### config.mk
export PLATFORM = sky130hd
export DESIGN_NAME = battery_supply_pwm_control
export DESIGN_NICKNAME = d
export VERILOG_FILES = /design/src/battery_supply_pwm_control.v /design/src/input_sync.v
export VERILOG_INCLUDE_DIRS = /design/src /design/src/include
export SDC_FILE = /design/constraint.sdc
export NUM_CORES = 1
export LEC_CHECK = 0
export BUFFER_PORTS_ARGS = -buffer_cell sky130_fd_sc_hd__buf_4
export CORE_MARGIN = 3
export CORE_UTILIZATION = 34
export DETAILED_ROUTE_END_ITERATION = 12
export PLACE_DENSITY_LB_ADDON = 0.1
export SLEW_MARGIN = 25
export SYNTH_ARGS = -nofsm -noshare
export SYNTH_HDL_FRONTEND = slang
export SYNTH_SLANG_ARGS = --single-unit
### constraint.sdc
create_clock -name mclk_in -period 8.85 [get_ports mclk_in]
set_input_delay 0 -clock mclk_in [delete_from_list [all_inputs] [get_ports mclk_in]]
set_output_delay 0 -clock mclk_in [all_outputs]
set_load 0.01 [all_outputs]
### src/include/battery_supply_defines.vh
// Purpose: constants for the battery supply PWM control block
// Assumes: 40 MHz mclk_in, 16.384 MHz converter time base
// Notes: definitions only
`ifndef BATTERY_SUPPLY_DEFINES_VH
`define BATTERY_SUPPLY_DEFINES_VH

// Register offsets
`define ADDR_IND_DATA_LO 8'h1C
`define ADDR_IND_DATA_HI 8'h1D
`define ADDR_IND_WRITE 8'h1E
`define ADDR_IND_READ 8'h1F
`define ADDR_POWER_DOWN 8'h0E
`define ADDR_LINEFEED_BAT 8'h42
`define ADDR_BAT_AUTO 8'h43
`define ADDR_HIGH_BAT 8'h4A
`define ADDR_LOW_BAT 8'h4B
`define ADDR_PWM_PERIOD 8'h5C
`define ADDR_SW_DELAY 8'h5D
`define ADDR_PULSE_WIDTH 8'h5E
`define ADDR_ENHANCE 8'h6C
`define IND_ADDR_HEADROOM 8'h29

// Field positions
`define BIT_CONV_OFF 4
`define BIT_FEED_SELECT 1
`define BIT_HEADROOM_RANGE 6
`define BIT_AUTO_SELECT 3
`define BIT_CALIBRATE 7
`define BIT_POLARITY 5
`define BIT_MULTI_THRESH 5
`define BIT_AUDIO_FILTER 1
`define BIT_SW_DEBOUNCE 3

// Reset values
`define RST_POWER_DOWN 8'h10
`define RST_LINEFEED_BAT 8'h00
`define RST_BAT_AUTO 8'h00
`define RST_HIGH_BAT 6'h20
`define RST_LOW_BAT 6'h10
`define RST_PWM_PERIOD 8'hFF
`define RST_MIN_OFF 5'h00
`define RST_ENHANCE 8'h00

// Timing and loop limits
`define MIN_OFF_EXTRA 8'h04
`define TICK_INC 17'h04000
`define TICK_MOD 17'h09C40
`define CAL_TICKS 8'hFF
`define DEBOUNCE_MS 60
`define DEBOUNCE_TICKS (`DEBOUNCE_MS * 16384)
`define HEADROOM_MAX_NARROW 4'h6
`define HEADROOM_MAX_WIDE 4'h9
`define MULTI_ERR_LIMIT 7'h04
`define MULTI_STEP 8'h04

`endif

### src/battery_supply_pwm_control.v
// Purpose: PWM buck-boost control and battery select for a line interface
// Assumes: 40 MHz mclk_in; 16.384 MHz time base made by a phase accumulator
// Notes: battery_sense_in is a magnitude code in 1.5 V steps
// What this block does
// - Assist output has polarity opposite to the drive output unless POLARITY_VARIANT is set, then it matches drive.
// - Converter runs only while power-off bit 4 of register 14 is zero.
// - Sensed battery compared to target; result steers switching.
// - Monitor overload forces switches off for the rest of the period.
// - Period set by 8-bit register 92, 61.035 ns per count.
// - Switches asserted each period for width reported in register 94.
// - Each cycle holds minimum off time of field value plus 4 counts.
// - Tracking follows falling loop demand; otherwise floor at low level.
// - High and low levels are 6-bit fields, 1.5 V steps.
// - During ringing regulate to high level, then return to active.
// - Headroom offset added, 4-bit indirect field plus range bit.
// - Register 108 bit 5 selects multi-threshold error control.
// - Register 108 bit 1 enables audio band loop filter.
// - Automatic select switches battery; low on ring trip or closure.
// - Manual select follows battery feed select bit 1 of register 66.
// - Register 108 bit 3 delays high-to-low switch by 60 ms.
// - Headroom field reached only through indirect registers 28-31.
// - Register 93 bit 5 reads the fixed output polarity variant.
`include "battery_supply_defines.vh"
`timescale 1ns/1ps
`default_nettype none
module battery_supply_pwm_control #(
	parameter [19:0] DEBOUNCE_CYCLES = `DEBOUNCE_TICKS,
	parameter [0:0] POLARITY_VARIANT = 1'b0
) (
	input wire mclk_in,
	input wire rst_in,
	input wire [7:0] reg_addr_in,
	input wire [7:0] reg_wdata_in,
	input wire reg_wr_in,
	input wire reg_rd_in,
	output reg [7:0] reg_rdata_out,
	input wire [6:0] battery_sense_in,
	input wire supply_monitor_high_in,
	input wire supply_monitor_low_in,
	input wire [6:0] loop_demand_in,
	input wire ringing_in,
	input wire off_hook_in,
	output reg switch_drive_out,
	output reg switch_assist_out,
	output reg battery_low_out
);
	reg [7:0] power_down_r;
	reg [7:0] linefeed_bat_r;
	reg [7:0] bat_auto_r;
	reg [5:0] high_bat_r;
	reg [5:0] low_bat_r;
	reg [7:0] pwm_period_r;
	reg [4:0] min_off_r;
	reg [7:0] enhance_r;
	reg [7:0] ind_lo_r;
	reg [7:0] ind_hi_r;
	reg [3:0] headroom_r;
	reg [16:0] tick_acc_r;
	reg tick_r;
	reg [7:0] period_cnt_r;
	reg [7:0] pulse_r;
	reg overload_r;
	reg cal_busy_r;
	reg [7:0] cal_cnt_r;
	reg ref_high_r;
	reg ref_low_r;
	reg last_below_r;
	reg [19:0] deb_cnt_r;
	wire [8:0] sync_w;
	wire [6:0] sense_w;
	wire mon_high_w;
	wire mon_low_w;
	wire conv_off_w;
	wire period_end_w;
	wire overload_now_w;
	wire [3:0] headroom_lim_w;
	reg [6:0] base_w;
	reg [6:0] target_w;
	reg below_w;
	reg [7:0] max_pulse_w;
	reg [7:0] pulse_nxt;
	reg switch_on_w;
	reg want_low_w;
	reg [16:0] tick_sum_w;

	// Multi-bit sense code is assumed to change slowly versus the clock
	input_sync #(
		.WIDTH(9)
	) u_sync (
		.mclk_in(mclk_in),
		.rst_in(rst_in),
		.async_in({battery_sense_in, supply_monitor_high_in,
			supply_monitor_low_in}),
		.sync_out(sync_w)
	);
	assign sense_w = sync_w[8:2];
	assign mon_high_w = sync_w[1];
	assign mon_low_w = sync_w[0];

	assign conv_off_w = power_down_r[`BIT_CONV_OFF];

	// Register writes; indirect headroom only via indirect registers
	always @(posedge mclk_in or posedge rst_in) begin
		if (rst_in) begin
			power_down_r <= `RST_POWER_DOWN;
			linefeed_bat_r <= `RST_LINEFEED_BAT;
			bat_auto_r <= `RST_BAT_AUTO;
			high_bat_r <= `RST_HIGH_BAT;
			low_bat_r <= `RST_LOW_BAT;
			pwm_period_r <= `RST_PWM_PERIOD;
			min_off_r <= `RST_MIN_OFF;
			enhance_r <= `RST_ENHANCE;
			ind_lo_r <= 8'h00;
			ind_hi_r <= 8'h00;
			headroom_r <= 4'h0;
		end else if (reg_wr_in) begin
			if (reg_addr_in == `ADDR_POWER_DOWN) begin
				power_down_r <= reg_wdata_in;
			end else if (reg_addr_in == `ADDR_LINEFEED_BAT) begin
				linefeed_bat_r <= reg_wdata_in;
			end else if (reg_addr_in == `ADDR_BAT_AUTO) begin
				bat_auto_r <= reg_wdata_in;
			end else if (reg_addr_in == `ADDR_HIGH_BAT) begin
				high_bat_r <= reg_wdata_in[5:0];
			end else if (reg_addr_in == `ADDR_LOW_BAT) begin
				low_bat_r <= reg_wdata_in[5:0];
			end else if (reg_addr_in == `ADDR_PWM_PERIOD) begin
				pwm_period_r <= reg_wdata_in;
			end else if (reg_addr_in == `ADDR_SW_DELAY) begin
				min_off_r <= reg_wdata_in[4:0];
			end else if (reg_addr_in == `ADDR_ENHANCE) begin
				enhance_r <= reg_wdata_in;
			end else if (reg_addr_in == `ADDR_IND_DATA_LO) begin
				ind_lo_r <= reg_wdata_in;
			end else if (reg_addr_in == `ADDR_IND_DATA_HI) begin
				ind_hi_r <= reg_wdata_in;
			end else if (reg_addr_in == `ADDR_IND_WRITE) begin
				if (reg_wdata_in == `IND_ADDR_HEADROOM) begin
					headroom_r <= ind_lo_r[3:0];
				end
			end else if (reg_addr_in == `ADDR_IND_READ) begin
				ind_hi_r <= 8'h00;
				if (reg_wdata_in == `IND_ADDR_HEADROOM) begin
					ind_lo_r <= {4'h0, headroom_r};
				end else begin
					ind_lo_r <= 8'h00;
				end
			end
		end
	end

	// Register reads, data held in a flop until the next read
	always @(posedge mclk_in or posedge rst_in) begin
		if (rst_in) begin
			reg_rdata_out <= 8'h00;
		end else if (reg_rd_in) begin
			if (reg_addr_in == `ADDR_POWER_DOWN) begin
				reg_rdata_out <= power_down_r;
			end else if (reg_addr_in == `ADDR_LINEFEED_BAT) begin
				reg_rdata_out <= linefeed_bat_r;
			end else if (reg_addr_in == `ADDR_BAT_AUTO) begin
				reg_rdata_out <= bat_auto_r;
			end else if (reg_addr_in == `ADDR_HIGH_BAT) begin
				reg_rdata_out <= {2'b00, high_bat_r};
			end else if (reg_addr_in == `ADDR_LOW_BAT) begin
				reg_rdata_out <= {2'b00, low_bat_r};
			end else if (reg_addr_in == `ADDR_PWM_PERIOD) begin
				reg_rdata_out <= pwm_period_r;
			end else if (reg_addr_in == `ADDR_SW_DELAY) begin
				reg_rdata_out <= {cal_busy_r, 1'b0, POLARITY_VARIANT,
					min_off_r};
			end else if (reg_addr_in == `ADDR_PULSE_WIDTH) begin
				reg_rdata_out <= pulse_r;
			end else if (reg_addr_in == `ADDR_ENHANCE) begin
				reg_rdata_out <= enhance_r;
			end else if (reg_addr_in == `ADDR_IND_DATA_LO) begin
				reg_rdata_out <= ind_lo_r;
			end else if (reg_addr_in == `ADDR_IND_DATA_HI) begin
				reg_rdata_out <= ind_hi_r;
			end else begin
				reg_rdata_out <= 8'h00;
			end
		end
	end

	always @* begin
		tick_sum_w = tick_acc_r + `TICK_INC;
	end
	always @(posedge mclk_in or posedge rst_in) begin
		if (rst_in) begin
			tick_acc_r <= 17'h00000;
			tick_r <= 1'b0;
		end else if (tick_sum_w >= `TICK_MOD) begin
			tick_acc_r <= tick_sum_w - `TICK_MOD;
			tick_r <= 1'b1;
		end else begin
			tick_acc_r <= tick_sum_w;
			tick_r <= 1'b0;
		end
	end

	assign period_end_w = tick_r && (period_cnt_r + 8'h01 >= pwm_period_r);
	always @(posedge mclk_in or posedge rst_in) begin
		if (rst_in) begin
			period_cnt_r <= 8'h00;
		end else if (conv_off_w) begin
			period_cnt_r <= 8'h00;
		end else if (period_end_w) begin
			period_cnt_r <= 8'h00;
		end else if (tick_r) begin
			period_cnt_r <= period_cnt_r + 8'h01;
		end
	end

	// calibration run captures idle monitor levels
	always @(posedge mclk_in or posedge rst_in) begin
		if (rst_in) begin
			cal_busy_r <= 1'b0;
			cal_cnt_r <= 8'h00;
			ref_high_r <= 1'b0;
			ref_low_r <= 1'b0;
		end else if (reg_wr_in && reg_addr_in == `ADDR_SW_DELAY &&
			reg_wdata_in[`BIT_CALIBRATE]) begin
			cal_busy_r <= 1'b1;
			cal_cnt_r <= 8'h00;
		end else if (cal_busy_r && tick_r) begin
			if (cal_cnt_r == `CAL_TICKS) begin
				cal_busy_r <= 1'b0;
				ref_high_r <= mon_high_w;
				ref_low_r <= mon_low_w;
			end else begin
				cal_cnt_r <= cal_cnt_r + 8'h01;
			end
		end
	end

	// overload latch, cleared at period end
	assign overload_now_w = !cal_busy_r &&
		(mon_high_w != ref_high_r || mon_low_w != ref_low_r);
	always @(posedge mclk_in or posedge rst_in) begin
		if (rst_in) begin
			overload_r <= 1'b0;
		end else if (overload_now_w) begin
			overload_r <= 1'b1;
		end else if (period_end_w || conv_off_w) begin
			overload_r <= 1'b0;
		end
	end

	assign headroom_lim_w =
		linefeed_bat_r[`BIT_HEADROOM_RANGE] ? `HEADROOM_MAX_WIDE :
		`HEADROOM_MAX_NARROW;

	always @* begin
		if (ringing_in) begin
			base_w = {1'b0, high_bat_r};
		// floor at low level unless tracking
		end else if (!linefeed_bat_r[0] &&
			loop_demand_in < {1'b0, low_bat_r}) begin
			base_w = {1'b0, low_bat_r};
		end else begin
			base_w = loop_demand_in;
		end
		if (headroom_r > headroom_lim_w) begin
			target_w = base_w + {3'b000, headroom_lim_w};
		end else begin
			target_w = base_w + {3'b000, headroom_r};
		end
		below_w = sense_w < target_w;
		// room left for minimum off time
		if (pwm_period_r > {3'b000, min_off_r} + `MIN_OFF_EXTRA) begin
			max_pulse_w = pwm_period_r - {3'b000, min_off_r} -
				`MIN_OFF_EXTRA;
		end else begin
			max_pulse_w = 8'h00;
		end
		pulse_nxt = pulse_r;
		// with audio filter set, act only on two agreeing samples
		if (!enhance_r[`BIT_AUDIO_FILTER] || below_w == last_below_r) begin
			if (below_w) begin
				if (enhance_r[`BIT_MULTI_THRESH] &&
					target_w - sense_w > `MULTI_ERR_LIMIT) begin
					pulse_nxt = pulse_r + `MULTI_STEP;
				end else begin
					pulse_nxt = pulse_r + 8'h01;
				end
				if (pulse_nxt < pulse_r || pulse_nxt > max_pulse_w) begin
					pulse_nxt = max_pulse_w;
				end
			end else if (pulse_r != 8'h00) begin
				if (enhance_r[`BIT_MULTI_THRESH] &&
					sense_w - target_w > `MULTI_ERR_LIMIT &&
					pulse_r > `MULTI_STEP) begin
					pulse_nxt = pulse_r - `MULTI_STEP;
				end else begin
					pulse_nxt = pulse_r - 8'h01;
				end
			end
		end
		if (pulse_nxt > max_pulse_w) begin
			pulse_nxt = max_pulse_w;
		end
	end

	always @(posedge mclk_in or posedge rst_in) begin
		if (rst_in) begin
			pulse_r <= 8'h00;
			last_below_r <= 1'b0;
		end else if (conv_off_w) begin
			pulse_r <= 8'h00;
		end else if (period_end_w) begin
			pulse_r <= pulse_nxt;
			last_below_r <= below_w;
		end
	end

	always @* begin
		switch_on_w = !conv_off_w && !overload_r && !overload_now_w &&
			!cal_busy_r && period_cnt_r < pulse_r;
	end

	always @(posedge mclk_in or posedge rst_in) begin
		if (rst_in) begin
			switch_drive_out <= 1'b0;
			switch_assist_out <= !POLARITY_VARIANT;
		end else begin
			switch_drive_out <= switch_on_w;
			switch_assist_out <= POLARITY_VARIANT ? switch_on_w :
				!switch_on_w;
		end
	end

	always @* begin
		if (bat_auto_r[`BIT_AUTO_SELECT]) begin
			want_low_w = off_hook_in && !ringing_in;
		end else begin
			want_low_w = linefeed_bat_r[`BIT_FEED_SELECT];
		end
	end

	always @(posedge mclk_in or posedge rst_in) begin
		if (rst_in) begin
			battery_low_out <= 1'b0;
			deb_cnt_r <= 20'h00000;
		end else if (!want_low_w) begin
			battery_low_out <= 1'b0;
			deb_cnt_r <= 20'h00000;
		end else if (battery_low_out) begin
			deb_cnt_r <= 20'h00000;
		end else if (!enhance_r[`BIT_SW_DEBOUNCE]) begin
			battery_low_out <= 1'b1;
		end else if (tick_r) begin
			if (deb_cnt_r + 20'h00001 >= DEBOUNCE_CYCLES) begin
				battery_low_out <= 1'b1;
			end else begin
				deb_cnt_r <= deb_cnt_r + 20'h00001;
			end
		end
	end
endmodule // battery_supply_pwm_control
`default_nettype wire

### src/input_sync.v
// Purpose: two-stage synchroniser for pin inputs
// Assumes: single clock mclk_in
// Notes: one generate block per bit
`timescale 1ns/1ps
`default_nettype none
module input_sync #(
	parameter WIDTH = 1
) (
	input wire mclk_in,
	input wire rst_in,
	input wire [WIDTH-1:0] async_in,
	output wire [WIDTH-1:0] sync_out
);
	genvar i;
	generate
		for (i = 0; i < WIDTH; i = i + 1) begin : g_bit
			reg meta_r;
			reg stable_r;
			always @(posedge mclk_in or posedge rst_in) begin
				if (rst_in) begin
					meta_r <= 1'b0;
					stable_r <= 1'b0;
				end else begin
					meta_r <= async_in[i];
					stable_r <= meta_r;
				end
			end
			assign sync_out[i] = stable_r;
		end
	endgenerate
endmodule // input_sync
`default_nettype wire

==> results of run 1 <==
-- how the worst min path moves through the flow --
stage	to	cells after the start	slack (ns)
2_1_floorplan	u_sync.g_bit[0].meta_r	0	0.03
3_3_place_gp	u_sync.g_bit[3].meta_r	1	0.11
3_5_place_dp	u_sync.g_bit[1].meta_r	1	0.11
4_1_cts	battery_low_out	3	0.002
5_1_grt	battery_low_out	3	0.03
6_report	battery_low_out	3	0.02
-- flip-flops by register name, indices dropped and copies added (netlist names), 9 cells and up --
name                   cells
deb_cnt_r                 20
tick_acc_r                11
u_sync.g_bit.meta_r        9
u_sync.g_bit.stable_r      9
-- metrics by stage --
step | util | power, mW | hold slack (ns) | instances | instance area (um2)
2_1_floorplan | - | 1.56 | 0.0314 | 1169 | 10900
3_3_place_gp | 0.375 | 1.81 | 0.110 | 1578 | 11600
3_5_place_dp | 0.375 | 1.81 | 0.110 | 1578 | 11600
4_1_cts | 0.401 | 2.60 | 0.00226 | 1632 | 12400
5_1_grt | 0.403 | 2.77 | 0.0261 | 1633 | 12500
6_report | 0.403 | 2.59 | 0.0213 | 1633 | 12500
-- cell families after synthesis --
logic type               count (synthesis)
AND/OR/NAND/NOR                        376
AO/OA/AOI/OAI                          288
flip-flops                             167
buffers and inverters                  116
adder cells (fa/ha/maj)                 98
multiplexers                            64
XOR/XNOR                                60
-- cell usage after synthesis (18+ instances only) --
master / instances / share of area
a21oi_1: 91 / 0.042
and3_1: 18 / 0.010
clkbuf_1: 40 / 0.014
dfrtp_1: 155 / 0.36
ha_1: 95 / 0.11
inv_1: 70 / 0.024
mux2_2: 49 / 0.051
nand2_1: 106 / 0.037
nand2b_1: 24 / 0.014
nand3_1: 30 / 0.014
nor2_1: 82 / 0.028
o21ai_0: 85 / 0.039
xnor2_1: 34 / 0.027
xor2_1: 26 / 0.021
-- critical path: cells and delay by family, from the launching register on --
kind,cells,cell delay (ns)
compound gates,22,3.73
simple gates,10,1.67
fa+ha+maj,5,1.64
xor+xnor,2,0.48
flops,1,0.47
buf+inv,1,0.18
-- per-layer routing --
layer | vias up | global-route usage | wire [um]
met5 | - | 0 | 13
met4 | 2 | 0.0471 | 451
met3 | 35 | 0.0420 | 1600
met2 | 225 | 0.284 | 13600
met1 | 4291 | 0.273 | 15500
li1 | 4315 | - | -
-- timing repair --
item / CTS / global route
hold endpoints to repair: 182 / 0
setup endpoints to repair: 0 / 8
hold buffers: 22 / 0
resized for setup: 0 / 10
buffers inserted: 0 / 0
-- area by class of cell --
cell class	instances	area, um2	share of cell area
Timing Repair Buffer	81	683	0.0546
Multi-Input combinational cell	886	6280	0.502
Clock buffer	18	439	0.0351
Tap cell	396	495	0.0396
Clock inverter	14	143	0.0114
Inverter	71	272	0.0217
Sequential cell	167	4190	0.335
-- power by group --
part / switching (mW) / internal (mW)
Combinational: 0.520 / 0.383
Clock: 0.358 / 0.404
Sequential: 0.0939 / 0.836
Total: 0.972 / 1.62
==> results.yml, run 1 <==
sta:
  worst_slack_ns: 0.616
  tightest_slew_ns: 0.984
  hold_viol_final: 0
  rsz0062_at_grt: "no"
  layout_min_cycle_time_ns: 8.23
  tns_ns: 0
  fmax_ghz: 0.121
  skew_ns: 0.0104
  slew_violations: 0
  setup_viol: 0
  slew_headroom: 0.342
  finalCritPeriodShare: 0.930
critical_path:
  cp-start-kind: "flip-flop"
  slowest_stage: "or4_1"
  crit_required_ns: 9.23
  arrival_ns: 8.61
  cp-endpoint: "pulse_r[1]"
  r2r-start: "linefeed_bat_r[6]"
  crit_fanout: 8
  r2r_end: "pulse_r[1]"
  cp-startpoint: "linefeed_bat_r[6]"
  reg2reg_depth: 40
  r2r_slack_ns: 0.62
  cpPeakStageDelay_ns: 0.48
  cp-end-kind: "flip-flop"
  crit_type: "flip-flop to flip-flop"
yosys:
  yosys.area_share.simple: 0.176
  synth_compound_area_frac: 0.168
  synth-xor-area-share: 0.0484
  synth_edf_count: 0
  synth_top_family_by_area: "simple AND/OR/NAND/NOR gates"
  synthCells: 1169
  synth_area_um2: 10900
  synth.area.mux_share: 0.0650
  synthAdderAreaFrac: 0.115
  synth_seq_cells: 167
  synth_cell_type_count: 80
  synth_area_per_cell_um2: 9.29
  seq_area_frac_synth: 0.386
  ys_warn_count: 0
  ys_dominant_reg_cell: "dfrtp_1"
  syn-num-nets: 1305
  ys_async_sr_fraction: 1.00
cells_and_area:
  fill_cells: 3123
  antenna_cells: 0
  fin_nets: 1360
  mostFrequentLayoutCells: "dfrtp_1 (155), nand2_1 (106), ha_1 (94)"
  post_route_cells_drive_above_1_share: 0.146
  layout_commonest_cell: "dfrtp_1"
  area_growth_syn_to_layout_pct: 15.2
clock_tree:
  clkLatencyLatePin_ns: 0.44
  clk_pin_slew_ns: 0.08
  clk_path_buf_depth: 2
  cts_tree: "built"
  root_buffer: "clkbuf_16"
  numCtsBuffers: 17
  cts_num_sinks: 167
  cts_max_level: 4
floorplan:
  rows: 64
  fp.dieH_um: 185
  die_area_um2: 34100
  io_pins: 49
  die_w_um: 185
  fp.coreArea_um2: 31000
  initial_core_util: 0.350
placed_design:
  portBuffers: 48
  post-place-ws_ns: 0.364
  place_congestion: 0.853
  dp_hpwl_mm: 22.7
global_route:
  grt_pass1_wl_mm: 49.8
  antenna_found_initial: 1
  grt_usage: 0.188
  overflow: 0
  grt_max_degree: 101
  grt_pass1_vias: 8649
job:
  drv_cap: 0
min_path:
  hold_start: "ringing_in"
  holdCritPathClass: "primary input to flip-flop"
detailed_routing:
  num_vias: 8868
  drtAntennaViolNets: 0
  viasPerCell: 5.43
  drt-total-wl_mm: 31.2
  initialDrtViolationCount: 695
  firstDrtPassIters: 5
  wire_per_inst_um: 19.1
  remaining_drc_errors: 0
run_status:
  status: "finished clean"
pwr:
  p_leak_nw: 5.67
  peakVddDrop_mv: 0.138
  power_density_nw_per_um2: 208
(Power assumes the default switching activity.)
==> inputs of run 2 (changes only) <==
--- a/config.mk
+++ b/config.mk
@@ -7,6 +7,7 @@
 export NUM_CORES = 1
 export LEC_CHECK = 0
 export BUFFER_PORTS_ARGS = -buffer_cell sky130_fd_sc_hd__buf_4
+export CAP_MARGIN = 20
 export CORE_MARGIN = 3
 export CORE_UTILIZATION = 34
 export DETAILED_ROUTE_END_ITERATION = 12
==> constraint.sdc (replaced) <==
create_clock -name mclk_in -period 8.85 [get_ports mclk_in]
set_input_delay 0.4425 -clock mclk_in [delete_from_list [all_inputs] [get_ports mclk_in]]
set_output_delay 0.4425 -clock mclk_in [all_outputs]
set_load 0.01 [all_outputs]
==> run 2 against run 1 <==
Effect of this change:
- non-clock buffer count is 21 lower
- core utilization shrank 0.50 points
- cell count is 1.3% lower
- worst setup slack got worse by 0.0035 ns
- first-iteration DRC count is 21% higher
- combinational power fell by 1%
- register-to-register slack about the same
- fmax about the same
- via count is 2.3% lower
- highest routed layer is now met4
- hold slack improved by 0.074 ns
- total power increased by 0.39%
==> results.yml, run 2 (synthesized netlist as in run 1, its figures left out) <==
pwr:
  p_int_mw: 1.64
  power_density_nw_per_um2: 211
  p_leak_nw: 5.59
  netSwitchingFraction: 0.369
  power_mw: 2.60
  combPwrFrac: 0.343
  power.share.sequential: 0.357
  p_sw_mw: 0.960
  peakVddDrop_mv: 0.149
  p_clk_frac: 0.300
cells_and_area:
  reg_top3: "deb_cnt_r x20, tick_acc_r x11"
  layout_commonest_cell: "dfrtp_1"
  post_route_cells_drive_above_1_share: 0.150
  mostFrequentLayoutCells: "dfrtp_1 (155), nand2_1 (106), ha_1 (94)"
  area_growth_syn_to_layout_pct: 13.8
  regMostFlops: "deb_cnt_r"
  antenna_cells: 0
  largest_reg_flops: 20
  fin_cells: 1612
  fin_area_um2: 12300
  final_util: 0.398
  fill_cells: 3094
  fin_nets: 1339
placed_design:
  placed_area_um2: 11600
  place_congestion: 0.881
  post-place-ws_ns: -0.140
  portBuffers: 48
  dp_hpwl_mm: 22.7
  dp.cells: 1578
critical_path:
  cp-end-kind: "flip-flop"
  arrival_ns: 8.63
  crit_type: "flip-flop to flip-flop"
  slowest_stage: "dfrtp_1"
  cp-start-kind: "flip-flop"
  crit_fanout: 9
  cpPeakStageDelay_ns: 0.49
  crit_required_ns: 9.24
detailed_routing:
  viasPerCell: 5.38
  drtAntennaViolNets: 0
  initialDrtViolationCount: 839
  num_vias: 8666
  drt-total-wl_mm: 31.0
  remaining_drc_errors: 0
  wire_per_inst_um: 19.2
  firstDrtPassIters: 5
global_route:
  antenna_found_initial: 0
  grt_max_degree: 103
  overflow: 0
  grt_pass1_wl_mm: 49.4
  grt_usage: 0.188
  grt_pass1_vias: 8481
clock_tree:
  post_cts_buffers: 0
  clkLatencyLatePin_ns: 0.45
  cts_max_level: 4
  numCtsBuffers: 17
  clk_pin_slew_ns: 0.07
  root_buffer: "clkbuf_16"
  cts_num_sinks: 167
  cts_tree: "built"
  clk_path_buf_depth: 2
floorplan:
  io_pins: 49
  rows: 64
  die_area_um2: 34100
  fp.dieH_um: 185
  fp.coreArea_um2: 31000
  initial_core_util: 0.350
  die_w_um: 185
sta:
  finalCritPeriodShare: 0.931
  fmax_ghz: 0.121
  hold_viol_final: 0
  slew_headroom: 0.337
  setup_viol: 0
  tightest_slew_ns: 0.992
  slew_violations: 0
  holdWs_ns: 0.0954
  worst_slack_ns: 0.612
  layout_min_cycle_time_ns: 8.24
  skew_ns: 0.0123
  tns_ns: 0
run_status:
  status: "finished clean"
job:
  drv_cap: 0
min_path:
  holdCritPathClass: "primary input to flip-flop"
-- run 2: changes by cell type in the layout (fill, tap and decap cells not counted), moves of 2 or more --
| cell | change |
|---|---|
| xnor2_2 | +2 |
| clkinv_4 | +3 |
| dlygate4sd3_1 | -21 |
| xnor2_1 | -2 |
| inv_8 | -2 |
| clkinv_2 | -3 |
-- run 2: critical path, delay by kind of cell (launching register included) --
family	cells	cell delay, ns
AOI/OAI and AO/OA	22	3.59
adders and majority gates	6	2.03
and+or+nand+nor	7	1.33
DFF	1	0.49
muxes	1	0.33
buffers and inverters	1	0.24
xor gates and xnor gates	1	0.18
-- run 2: final cells by class --
class,count,area (um2),share of cell area
Multi-Input combinational cell,886,6310,0.511
Sequential cell,167,4190,0.340
Tap cell,396,495,0.0401
Timing Repair Buffer,60,473,0.0383
Clock buffer,19,443,0.0359
Inverter,71,272,0.0220
Clock inverter,13,161,0.0131
-- run 2: routing by layer --
| layer | vias up | wire length (um) | global-route usage |
|---|---|---|---|
| met5 | - | 0 | 0 |
| met4 | 0 | 598 | 0.0546 |
| met3 | 35 | 1170 | 0.0349 |
| met2 | 182 | 13600 | 0.281 |
| li1 | 4279 | - | - |
| met1 | 4170 | 15600 | 0.277 |
-- run 2: power groups by stage --
stage	combinational (mW)	sequential, mW	clock (mW)
3_3_place_gp	0.867	0.942	0
3_5_place_dp	0.871	0.942	0
6_report	0.894	0.930	0.781
2_1_floorplan	0.656	0.902	0
5_1_grt	1.01	0.942	0.841
4_1_cts	0.878	0.929	0.808
-- run 2: timing repair --
action,CTS,global route
hold buffers,0,1
endpoints found under the setup margin,3,8
endpoints found under the hold margin,0,35
gates resized for setup,2,14
-- run 2: path summary, 6_finish.rpt --
kind	startpoint	end	slack, ns	cells after the start
worst max register to register	linefeed_bat_r[6]	pulse_r[1]	0.61	38
worst max-delay path	linefeed_bat_r[6]	pulse_r[1]	0.61	38
max in group asynchronous	rst_in	pulse_r[2]	7.14	4
min in group asynchronous	rst_in	reg_rdata_out[5]	0.52	3
worst min register to register	u_sync.g_bit[3].meta_r	u_sync.g_bit[3].stable_r	0.35	0
worst min-delay path	battery_sense_in[5]	u_sync.g_bit[7].meta_r	0.1	1
